$ cat src/host_port_consts.svh
// Offsets, field positions, reset values and timing counts of the host port
`ifndef HOST_PORT_CONSTS_SVH
`define HOST_PORT_CONSTS_SVH
`define MASTER_CONTROL_STATUS_OFS      2'h0
`define LOWER_INDIRECT_ADDRESS_OFS     2'h1
`define ADDRESS_MODE_UPPER_ADDRESS_OFS 2'h2
`define INDIRECT_DATA_OFS              2'h3
`define BIT_SOFTWARE_RESET             7
`define BIT_CLOCK_ERROR_CLEAR          6
`define BIT_SYSTEM_ERROR_CLEAR         5
`define BIT_ACTIVE_PAGE                4
`define BIT_TELECOM_ENABLE             3
`define BIT_LOCAL_OUTPUT_ENABLE        2
`define BIT_LOCAL_FUNCTION_ENABLE      1
`define BIT_CAM_BUSY                   0
`define REG_RESET_VALUE                8'h00
`define WO_READ_VALUE                  8'h00
`define CLK_PERIOD_NS                  4
`define RESET_HOLD_NS                  32
`define RESET_HOLD_CYCLES              ((`RESET_HOLD_NS + `CLK_PERIOD_NS - 1) / `CLK_PERIOD_NS)
`endif

$ cat src/host_port_pkg.sv
// Types shared by the host port design
package host_port_pkg;
  typedef enum logic [1:0] {
    S_IDLE = 2'b00,
    S_WAIT = 2'b01,
    S_ACK  = 2'b10
  } port_state_t;
endpackage

$ cat src/indirect_host_port_master_control.sv
// Host port: four direct registers, master control bits, indirect access engine
`timescale 1ns/1ps
`include "host_port_consts.svh"
`default_nettype none

module indirect_host_port_master_control (
  input  wire logic       clk_sys,
  input  wire logic       rst_b,
  input  wire logic       bus_mode_rd_wr,
  input  wire logic       chip_select_b,
  input  wire logic       read_strobe_b,
  input  wire logic       write_strobe_b,
  input  wire logic [1:0] register_select,
  input  wire logic [7:0] host_data_in,
  output logic      [7:0] host_data_out,
  output logic            host_data_oe,
  output logic            transfer_ready_ack,
  output logic            transfer_ready_ack_oe,
  output logic      [7:0] indirect_space,
  output logic      [7:0] indirect_index,
  output logic      [7:0] indirect_wdata,
  output logic            indirect_request,
  output logic            indirect_write,
  input  wire logic [7:0] indirect_rdata,
  input  wire logic       indirect_done,
  input  wire logic       cam_access_busy,
  output logic            software_reset_request,
  output logic            clock_error_clear_request,
  output logic            system_error_clear_request,
  output logic            active_buffer_page,
  output logic            telecom_bus_output_enable,
  output logic            local_output_enable,
  output logic            local_function_enable,
  output logic            test_clock_enable
);

  localparam int unsigned SYNC_W = 14;
  localparam logic [3:0] HOLD_CYCLES = 4'(`RESET_HOLD_CYCLES);

  logic [SYNC_W-1:0]       sync_meta;
  logic [SYNC_W-1:0]       sync_pins;
  logic                    mode_rd_wr;
  logic                    cs_b_s;
  logic                    rd_b_s;
  logic                    wr_b_s;
  logic [1:0]              sel_s;
  logic [7:0]              din_s;
  logic                    strobe;
  logic                    is_read;
  logic                    start;
  logic                    wr_start;
  host_port_pkg::port_state_t state;
  host_port_pkg::port_state_t next_state;
  logic [7:0]              lower_indirect_address;
  logic [7:0]              address_mode_upper_address;
  logic [4:1]              ctl;
  logic [2:0]              req;
  logic [2:0]              req_set;
  logic                    cam_busy_q;

  // Every pin, strap included, passes two flops; the first feeds only the second
  always_ff @(posedge clk_sys or negedge rst_b)
  begin
    if (!rst_b)
    begin
      sync_meta <= '1;
      sync_pins <= '1;
    end
    else
    begin
      sync_meta <= {bus_mode_rd_wr, chip_select_b, read_strobe_b, write_strobe_b,
                    register_select, host_data_in};
      sync_pins <= sync_meta;
    end
  end

  assign mode_rd_wr = sync_pins[13];
  assign cs_b_s     = sync_pins[12];
  assign rd_b_s     = sync_pins[11];
  assign wr_b_s     = sync_pins[10];
  assign sel_s      = sync_pins[9:8];
  assign din_s      = sync_pins[7:0];

  // Strobe decode for both conventions; chip select gates everything
  // Mode high: read and write strobes. Mode low: data strobe plus read/write level.
  assign strobe   = !cs_b_s && (mode_rd_wr ? (!rd_b_s || !wr_b_s) : !rd_b_s);
  assign is_read  = mode_rd_wr ? !rd_b_s : wr_b_s;
  assign start    = strobe && (state == host_port_pkg::S_IDLE);
  assign wr_start = start && !is_read;

  // Access sequencer: one access per strobe, ack held until strobe released
  always_comb
  begin
    next_state = state;
    unique case (state)
      host_port_pkg::S_IDLE:
      begin
        if (start)
          next_state = (sel_s == `INDIRECT_DATA_OFS) ? host_port_pkg::S_WAIT : host_port_pkg::S_ACK;
      end
      host_port_pkg::S_WAIT:
      begin
        if (indirect_done)
          next_state = host_port_pkg::S_ACK;
      end
      host_port_pkg::S_ACK:
      begin
        if (!strobe)
          next_state = host_port_pkg::S_IDLE;
      end
      default:
        next_state = host_port_pkg::S_IDLE;
    endcase
  end

  always_ff @(posedge clk_sys or negedge rst_b)
  begin
    if (!rst_b)
      state <= host_port_pkg::S_IDLE;
    else
      state <= next_state;
  end

  // Address registers; software reset clears them, reads never touch them
  always_ff @(posedge clk_sys or negedge rst_b)
  begin
    if (!rst_b)
    begin
      lower_indirect_address     <= `REG_RESET_VALUE;
      address_mode_upper_address <= `REG_RESET_VALUE;
    end
    else if (wr_start && sel_s == `MASTER_CONTROL_STATUS_OFS && din_s[`BIT_SOFTWARE_RESET])
    begin
      lower_indirect_address     <= `REG_RESET_VALUE;
      address_mode_upper_address <= `REG_RESET_VALUE;
    end
    else if (wr_start && sel_s == `LOWER_INDIRECT_ADDRESS_OFS)
      lower_indirect_address <= din_s;
    else if (wr_start && sel_s == `ADDRESS_MODE_UPPER_ADDRESS_OFS)
      address_mode_upper_address <= din_s;
  end

  // Control bits 4..1; a software reset write drops them all
  always_ff @(posedge clk_sys or negedge rst_b)
  begin
    if (!rst_b)
      ctl <= '0;
    else if (wr_start && sel_s == `MASTER_CONTROL_STATUS_OFS)
      ctl <= din_s[`BIT_SOFTWARE_RESET] ? 4'h0 : din_s[4:1];
  end

  // Request bits 5..7, each with its own hold counter; a new set wins over the clear
  always_comb
  begin
    req_set = '0;
    if (wr_start && sel_s == `MASTER_CONTROL_STATUS_OFS)
      req_set = din_s[7:5];
  end

  for (genvar i = 0; i < 3; i++)
  begin : g_req
    logic [3:0] hold;
    always_ff @(posedge clk_sys or negedge rst_b)
    begin
      if (!rst_b)
      begin
        req[i] <= 1'b0;
        hold   <= 4'h0;
      end
      else if (req_set[i])
      begin
        req[i] <= 1'b1;
        hold   <= HOLD_CYCLES;
      end
      else if (req[i])
      begin
        hold   <= hold - 4'h1;
        req[i] <= (hold != 4'h1);
      end
    end
  end

  // Indirect engine: space and index go straight from the address registers
  always_ff @(posedge clk_sys or negedge rst_b)
  begin
    if (!rst_b)
    begin
      indirect_request <= 1'b0;
      indirect_write   <= 1'b0;
      indirect_wdata   <= 8'h00;
    end
    else if (start && sel_s == `INDIRECT_DATA_OFS)
    begin
      indirect_request <= 1'b1;
      indirect_write   <= !is_read;
      indirect_wdata   <= din_s;
    end
    else if (indirect_done)
      indirect_request <= 1'b0;
  end

  // Space zero with the index picks a control register elsewhere in the device
  assign indirect_space = address_mode_upper_address;
  assign indirect_index = lower_indirect_address;

  // Busy is sampled so the read value is taken from a flop, not a live input
  always_ff @(posedge clk_sys or negedge rst_b)
  begin
    if (!rst_b)
      cam_busy_q <= 1'b0;
    else
      cam_busy_q <= cam_access_busy;
  end

  // Read data; write-only registers answer with a filler value
  always_ff @(posedge clk_sys or negedge rst_b)
  begin
    if (!rst_b)
      host_data_out <= 8'h00;
    else if (start && is_read)
    begin
      unique case (sel_s)
        `MASTER_CONTROL_STATUS_OFS: host_data_out <= {req[2:0], ctl, cam_busy_q};
        `INDIRECT_DATA_OFS:         host_data_out <= host_data_out;
        default:                    host_data_out <= `WO_READ_VALUE;
      endcase
    end
    else if (state == host_port_pkg::S_WAIT && indirect_done && !indirect_write)
      host_data_out <= indirect_rdata;
  end

  // Drive the data bus only during a selected read
  assign host_data_oe = strobe && is_read && (state == host_port_pkg::S_ACK);

  // Ready pin is open drain: mode high pulls low while not ready, mode low pulls low to ack
  assign transfer_ready_ack    = 1'b0;
  assign transfer_ready_ack_oe = mode_rd_wr ? (strobe && state != host_port_pkg::S_ACK)
                                            : (strobe && state == host_port_pkg::S_ACK);

  // Device-facing controls
  assign software_reset_request     = req[2];
  assign clock_error_clear_request  = req[1];
  assign system_error_clear_request = req[0];
  assign active_buffer_page         = ctl[`BIT_ACTIVE_PAGE];
  assign telecom_bus_output_enable  = ctl[`BIT_TELECOM_ENABLE];
  assign local_output_enable        = ctl[`BIT_LOCAL_OUTPUT_ENABLE];
  assign local_function_enable      = ctl[`BIT_LOCAL_FUNCTION_ENABLE];
  assign test_clock_enable          = !req[2];
endmodule

`default_nettype wire

$ cat config.mk
export PLATFORM = sky130hd
export DESIGN_NAME = indirect_host_port_master_control
export DESIGN_NICKNAME = d
export VERILOG_FILES = /design/src/host_port_pkg.sv /design/src/indirect_host_port_master_control.sv
export VERILOG_INCLUDE_DIRS = /design/src
export SDC_FILE = /design/constraint.sdc
export NUM_CORES = 1
export LEC_CHECK = 0
export BUFFER_PORTS_ARGS = -buffer_cell sky130_fd_sc_hd__buf_2
export CAP_MARGIN = 20
export CELL_PAD_IN_SITES_DETAIL_PLACEMENT = 1
export CELL_PAD_IN_SITES_GLOBAL_PLACEMENT = 1
export CORE_ASPECT_RATIO = 0.8
export CORE_UTILIZATION = 43
export DETAILED_ROUTE_END_ITERATION = 7
export GPL_ROUTABILITY_DRIVEN = 0
export PLACE_DENSITY = 0.83
export SLEW_MARGIN = 20
export SYNTH_ARGS = -nofsm -noshare
export SYNTH_HDL_FRONTEND = slang
export SYNTH_SLANG_ARGS = --single-unit
$ cat constraint.sdc
create_clock -name clk_sys -period 2.45 [get_ports clk_sys]
set_input_delay 0.245 -clock clk_sys [delete_from_list [all_inputs] [get_ports clk_sys]]
set_output_delay 0.245 -clock clk_sys [all_outputs]
set_load 0.01 [all_outputs]
== Word-level counts from Yosys, hierarchy flattened ==
Cells that the tools add are included.

* Bitwise logic cells: 0
* Reduce and logical (&&, ||, !) cells: 34
* Equality and inequality tests: 14
* $add $sub $neg: 3
* $lt $le $gt $ge: 0
* Multipliers: 0
* Div/mod/pow operators: 0
* Shift operators: 0
* Muxes and demuxes: 32

{| class="wikitable"
|+ Operator list
! operator !! count
|-
| two-way mux 8 bit || 7
|-
| two-way mux 4 bit || 7
|-
| case mux 8 bit (2 select lines) || 1
|-
| logical AND 1 bit || 15
|-
| nonzero test 2 bit || 7
|-
| != test 2 bit, second input constant || 6
|-
| != test 4 x 1 -> 1 bit, second input constant || 3
|-
| subtractor 4 x 1 -> 4 bit, second input constant || 3
|-
| two-way mux 1 bit || 11
|-
| two-way mux 2 bit || 4
|-
| equality test 2 bit, second input constant || 3
|-
| logical NOT 1 bit || 6
|-
| case mux 2 bit (3 select lines) || 1
|-
| equality test 2 x 1 -> 1 bit, second input constant || 2
|-
| logical NOT 2 bit || 2
|-
| AND reduction 2 bit || 2
|-
| two-way mux 3 bit || 1
|-
| AND reduction 3 bit || 1
|-
| logical OR 1 bit || 1
|}

* Bits in registers: 84
* Input port bits: 26
* Latch bits: 0
* Word-level logic and storage cells: 100
* Memory bits (read-only): 0
* Output and inout port bits: 45
* RAM bits: 0
* Memories: 0

== Logic depth before layout (Yosys ltp) ==
* Word-level depth: 10
* Gate-level depth with buffers: 6

== Worst setup path after synthesis ==
Ideal clock, no wire load.

* Path kind: register to register
* Start point: register state[1]
* End point: register indirect_wdata[0]
* Period minus slack after synthesis: 1.806 ns
* Path slack: 0.644 ns
* Stages on the path, launching flop included: 6
* Arrival time: 1.682 ns
* Path buffers: 2
* Library setup time: 0.125 ns
* Required time: 2.325 ns
* Cell sequence: dfrtp_1 > buf_6 > or3_1 > buf_6 > a211oi_4 > mux2_2

* Word-level cells in the longest chain between the ends: 3

{| class="wikitable"
|+ Ends and longest elaborated chain
! item !! RTL line !! text
|-
| start, declared || indirect_host_port_master_control.sv:52 || <nowiki>host_port_pkg::port_state_t state;</nowiki>
|-
| start signal, assigned || indirect_host_port_master_control.sv:119 || <nowiki>state <= host_port_pkg::S_IDLE;</nowiki>
|-
| start signal, assigned || indirect_host_port_master_control.sv:121 || <nowiki>state <= next_state;</nowiki>
|-
| logical NOT 2 bit || indirect_host_port_master_control.sv:88 || <nowiki>assign start = strobe && (state == host_port_pkg::S_IDLE);</nowiki>
|-
| logical AND 1 bit || indirect_host_port_master_control.sv:88 ||
|-
| logical AND 1 bit (no line) || -- ||
|-
| end signal, assigned || indirect_host_port_master_control.sv:196 || <nowiki>indirect_wdata <= din_s;</nowiki>
|-
| end, declared || indirect_host_port_master_control.sv:21 || <nowiki>output logic [7:0] indirect_wdata,</nowiki>
|}

Every way passes these cells.
A chain may end at the register's enable or synchronous reset.

== Worst setup path in the final report ==
* Start point: register state[1]
* End point: register address_mode_upper_address[3], in the netlist indirect_space[3]

* Word-level cells in the longest chain between the ends: 7
* Elaborated cells on any way between the ends: 11
* Classes of those cells: eq/ne (1); mux (1); reduce/logical (9)

{| class="wikitable"
|+ Ends and longest elaborated chain
! item !! RTL line !! text
|-
| logical NOT 2 bit (*) || indirect_host_port_master_control.sv:88 ||
|-
| logical AND 1 bit (*) || indirect_host_port_master_control.sv:88 ||
|-
| logical AND 1 bit (*) || indirect_host_port_master_control.sv:89 || <nowiki>assign wr_start = start && !is_read;</nowiki>
|-
| logical AND 1 bit (no line) || -- ||
|-
| logical AND 1 bit || indirect_host_port_master_control.sv:132 || <nowiki>else if (wr_start && sel_s == `MASTER_CONTROL_STATUS_OFS && din_s[`BIT_SOFTWARE_RESET])</nowiki>
|-
| != test 2 bit (no line) / nonzero test 2 bit (equally long branches) || -- ||
|-
| AND reduction 2 bit (no line) || -- ||
|-
| end signal, assigned || indirect_host_port_master_control.sv:130 || <nowiki>address_mode_upper_address <= `REG_RESET_VALUE;</nowiki>
|-
| end signal, assigned || indirect_host_port_master_control.sv:135 || <nowiki>address_mode_upper_address <= `REG_RESET_VALUE;</nowiki>
|-
| end signal, assigned || indirect_host_port_master_control.sv:140 || <nowiki>address_mode_upper_address <= din_s;</nowiki>
|-
| end, declared || indirect_host_port_master_control.sv:55 || <nowiki>logic [7:0] address_mode_upper_address;</nowiki>
|}

Mark *: on every way between the ends. The rest lies on a longest branch, timed or not.

==> impl_metrics.tcl <==
set metrics [dict create \
    worstSkewPairLatency_ns 0.35 \
    avgViaCountPerCell 5.41 \
    fillers 812 \
    postCtsSetupRepairBufs 0 \
    leakage_nw 1.93 \
    multiInputGateArea_um2 1180 \
    drc 0 \
    crit_fanout 10 \
    cts.sinks 84 \
    place_ws_ns 0.393 \
    num_vias 2469 \
    cp-start-kind "flip-flop" \
    ys_seq_area_frac 0.618 \
    first_pass_iters 4 \
    ir_drop_v 0.000427 \
    clockRootBuffer "clkbuf_8" \
    rows 28 \
    placed_area_um2 3890 \
    fin_skew_ns 0.0138 \
    min_period_over_period 0.859 \
    pin_count 71 \
    ys_ff_latch 84 \
    worst_slew_pin_slew_ns 0.773 \
    grt_pass1_vias 2628 \
    slew_headroom 0.484 \
    netlist_instances 264 \
    tns_ns 0 \
    netlist_area_um2 3460 \
    synthToLayoutAreaGrowth_pct 22.9 \
    drtIter0Drc 98 \
    drive_gt1_frac 0.382 \
    dieArea_um2 8400 \
    grt_antenna_before_repair 0 \
    die_width_um 102 \
    track_usage 0.217 \
    syn_avg_cell_area_um2 13.1 \
    seq_area_um2 2140 \
    numCtsBuffers 9 \
    setup_viol 0 \
    wirelength_um 8340 \
    grt_overflow_total 0 \
    cp-end-kind "flip-flop" \
    io_buffer_count 69 \
    hold_class "in2reg" \
    diodes 0 \
    postRouteAntennaNets 0 \
    yosysTopAreaCellShare 0.406 \
    hpwlAfterDp_um 5740 \
    die_h_um 82.2 \
    worstPathRequired_ns 2.69 \
    cts_tree "done" \
    final_area_um2 4250 \
    wire_per_inst_um 18.3 \
    yosysWarnings 0 \
    drv_slew 0 \
    grt_first_pass_wirelength_um 13600 \
    status "completed" \
    clk_path_buf_depth 2 \
    yosysTopAreaCell "dfrtp_1" \
    htree_num_levels 3 \
    arrival_ns 2.34 \
    rsz0062_at_grt "false" \
    setup_ws_ns 0.345 \
    core_area_um2 7600 \
    grt_max_degree 45 \
    synth_area_leaders "dfrtp_1 (41%), dfstp_2 (21%), a22o_1 (4.8%)" \
    power_density_nw_per_um2 942 \
    fmax_mhz 475 \
    clkTransAtPathRegs_ns 0.09 \
    initial_core_util 0.455 \
    synth.distinct_cells 42 \
    worstSetupPathType "reg2reg" \
    layout.nets 378 \
    period_needed_ns 2.11 \
    synth_nets 296 \
    hold_viol_final 0 \
    drv_cap 0 \
]
## metal layers
metal / part of all wire / vias up / wire length, µm / GRT usage
met5: 0 / - / 0 / 0
met2: 0.47 / 68 / 3960 / 0.345
met3: 0.045 / 11 / 374 / 0.0556
li1: - / 1130 / - / -
met4: 0.011 / 0 / 89 / 0.0686
met1: 0.47 / 1260 / 3920 / 0.294
## critical path, cell delays in order (launching register included)
cell	delay [ns]
dfrtp_1	0.48
nor4_1	0.63
o2111ai_1	0.55
a22o_1	0.33
## layout by cell type, fill, tap and decap left out, types with 3 or more instances in the layout
cell type and instances:
nor2b_1 5, buf_2 68, a22o_1 19, inv_1 10
a21o_1 4, o32ai_1 8, mux2_2 13, a211oi_1 8
xor2_1 6, xnor2_1 5, clkbuf_8 9, a21oi_1 8
nand2_1 9, dfrtp_1 56, nor4b_1 3, nor3_1 10
a2111oi_0 8, nand3b_1 8, ha_1 6, buf_4 6
dlygate4sd3_1 16, dfstp_2 28, nor2_1 7
## layout make-up
type                            count  share of cell area
Clock inverter                      6              0.0168
Multi-Input combinational cell    150               0.277
Timing Repair Buffer               91               0.133
Sequential cell                    84               0.503
Inverter                           10             0.00884
Clock buffer                       10              0.0301
Tap cell                          105              0.0309
## timing repair
| item | in CTS | in global routing |
|---|---|---|
| hold buffers | 16 | 0 |
| gates resized for setup | 0 | 0 |
| endpoints found under the hold margin | 32 | 0 |
## per-stage QoR
stage | power [mW] | hold WS [ns] | utilization | std cells
3_3_place_gp | 2.96 | 0.272 | 0.511 | 424
5_1_grt | 4.24 | 0.174 | 0.559 | 456
2_1_floorplan | 2.58 | -0.0506 | - | 264
3_5_place_dp | 3.02 | 0.273 | 0.511 | 424
4_1_cts | 4.06 | 0.169 | 0.559 | 456
6_report | 4.00 | 0.192 | 0.559 | 456
## power by group
group	internal (mW)	switching (mW)	leakage, nW	total [mW]
logic	0.506	0.486	0.850	0.992
registers	1.72	0.304	0.991	2.03
clock network	0.480	0.503	0.0935	0.983
total	2.71	1.29	1.93	4.00
## synthesized netlist by cell type
cell type / number
dfstp_2: 28
a211oi_1: 8
nor4_1: 1
a211oi_4: 1
buf_2: 3
and3_1: 2
o32ai_1: 8
mux2_2: 13
a2111o_1: 1
inv_1: 10
ha_1: 6
nor4b_1: 3
and4bb_2: 1
or3_1: 1
buf_4: 3
buf_6: 2
nor2b_1: 5
a22o_1: 19
dfrtp_1: 56
nor3_1: 10
a2111oi_0: 8
o22ai_1: 1
a21oi_1: 8
o2111ai_1: 2
buf_1: 5
a221oi_1: 2
nand2b_1: 1
clkbuf_1: 7
o21bai_1: 1
xor2_1: 6
a21o_1: 4
nand2_1: 9
nand3b_1: 8
xnor2_1: 5
and2_1: 2
nor2_1: 7
o21ai_0: 1
conb_1: 1
o21ba_2: 1
and4_1: 2
o32a_1: 1
or4bb_1: 1
## final timing paths
kind                                             start                             to  slack, ns  cells after the start
worst min-delay path                 indirect_rdata[4]   host_data_out[4]$_DFFE_PN0P_       0.19                      3
worst min register to register  sync_meta[4]$_DFF_PN1_         sync_pins[4]$_DFF_PN1_       0.35                      0
worst max-delay path              state[1]$_DFFE_PN0P_  indirect_space[3]$_DFFE_PN0P_       0.34                      3
min in group asynchronous                        rst_b   indirect_request$_DFFE_PN0P_       0.41                      2
worst max register to register    state[1]$_DFFE_PN0P_  indirect_space[3]$_DFFE_PN0P_       0.34                      3
max in group asynchronous                        rst_b         sync_pins[6]$_DFF_PN1_       1.36                      3
## registers in the layout, summed over array words and instances (netlist names), 4 cells and up
| signal | count |
|---|---|
| ctl | 4 |
| g_req.hold | 12 |
| host_data_out | 8 |
| indirect_index | 8 |
| indirect_space | 8 |
| indirect_wdata | 8 |
| sync_meta | 14 |
| sync_pins | 14 |
## cell families after synthesis
kind of cell             Yosys count  synth area share
AO/OA/AOI/OAI                     66             0.157
AND/OR/NAND/NOR                   53            0.0905
flip-flops                        84             0.618
other                              1           0.00109
multiplexers                      13            0.0424
buffers and inverters             30            0.0413
adder cells (fa/ha/maj)            6            0.0217
XOR/XNOR                          11            0.0279
(Power assumes the default switching activity.)
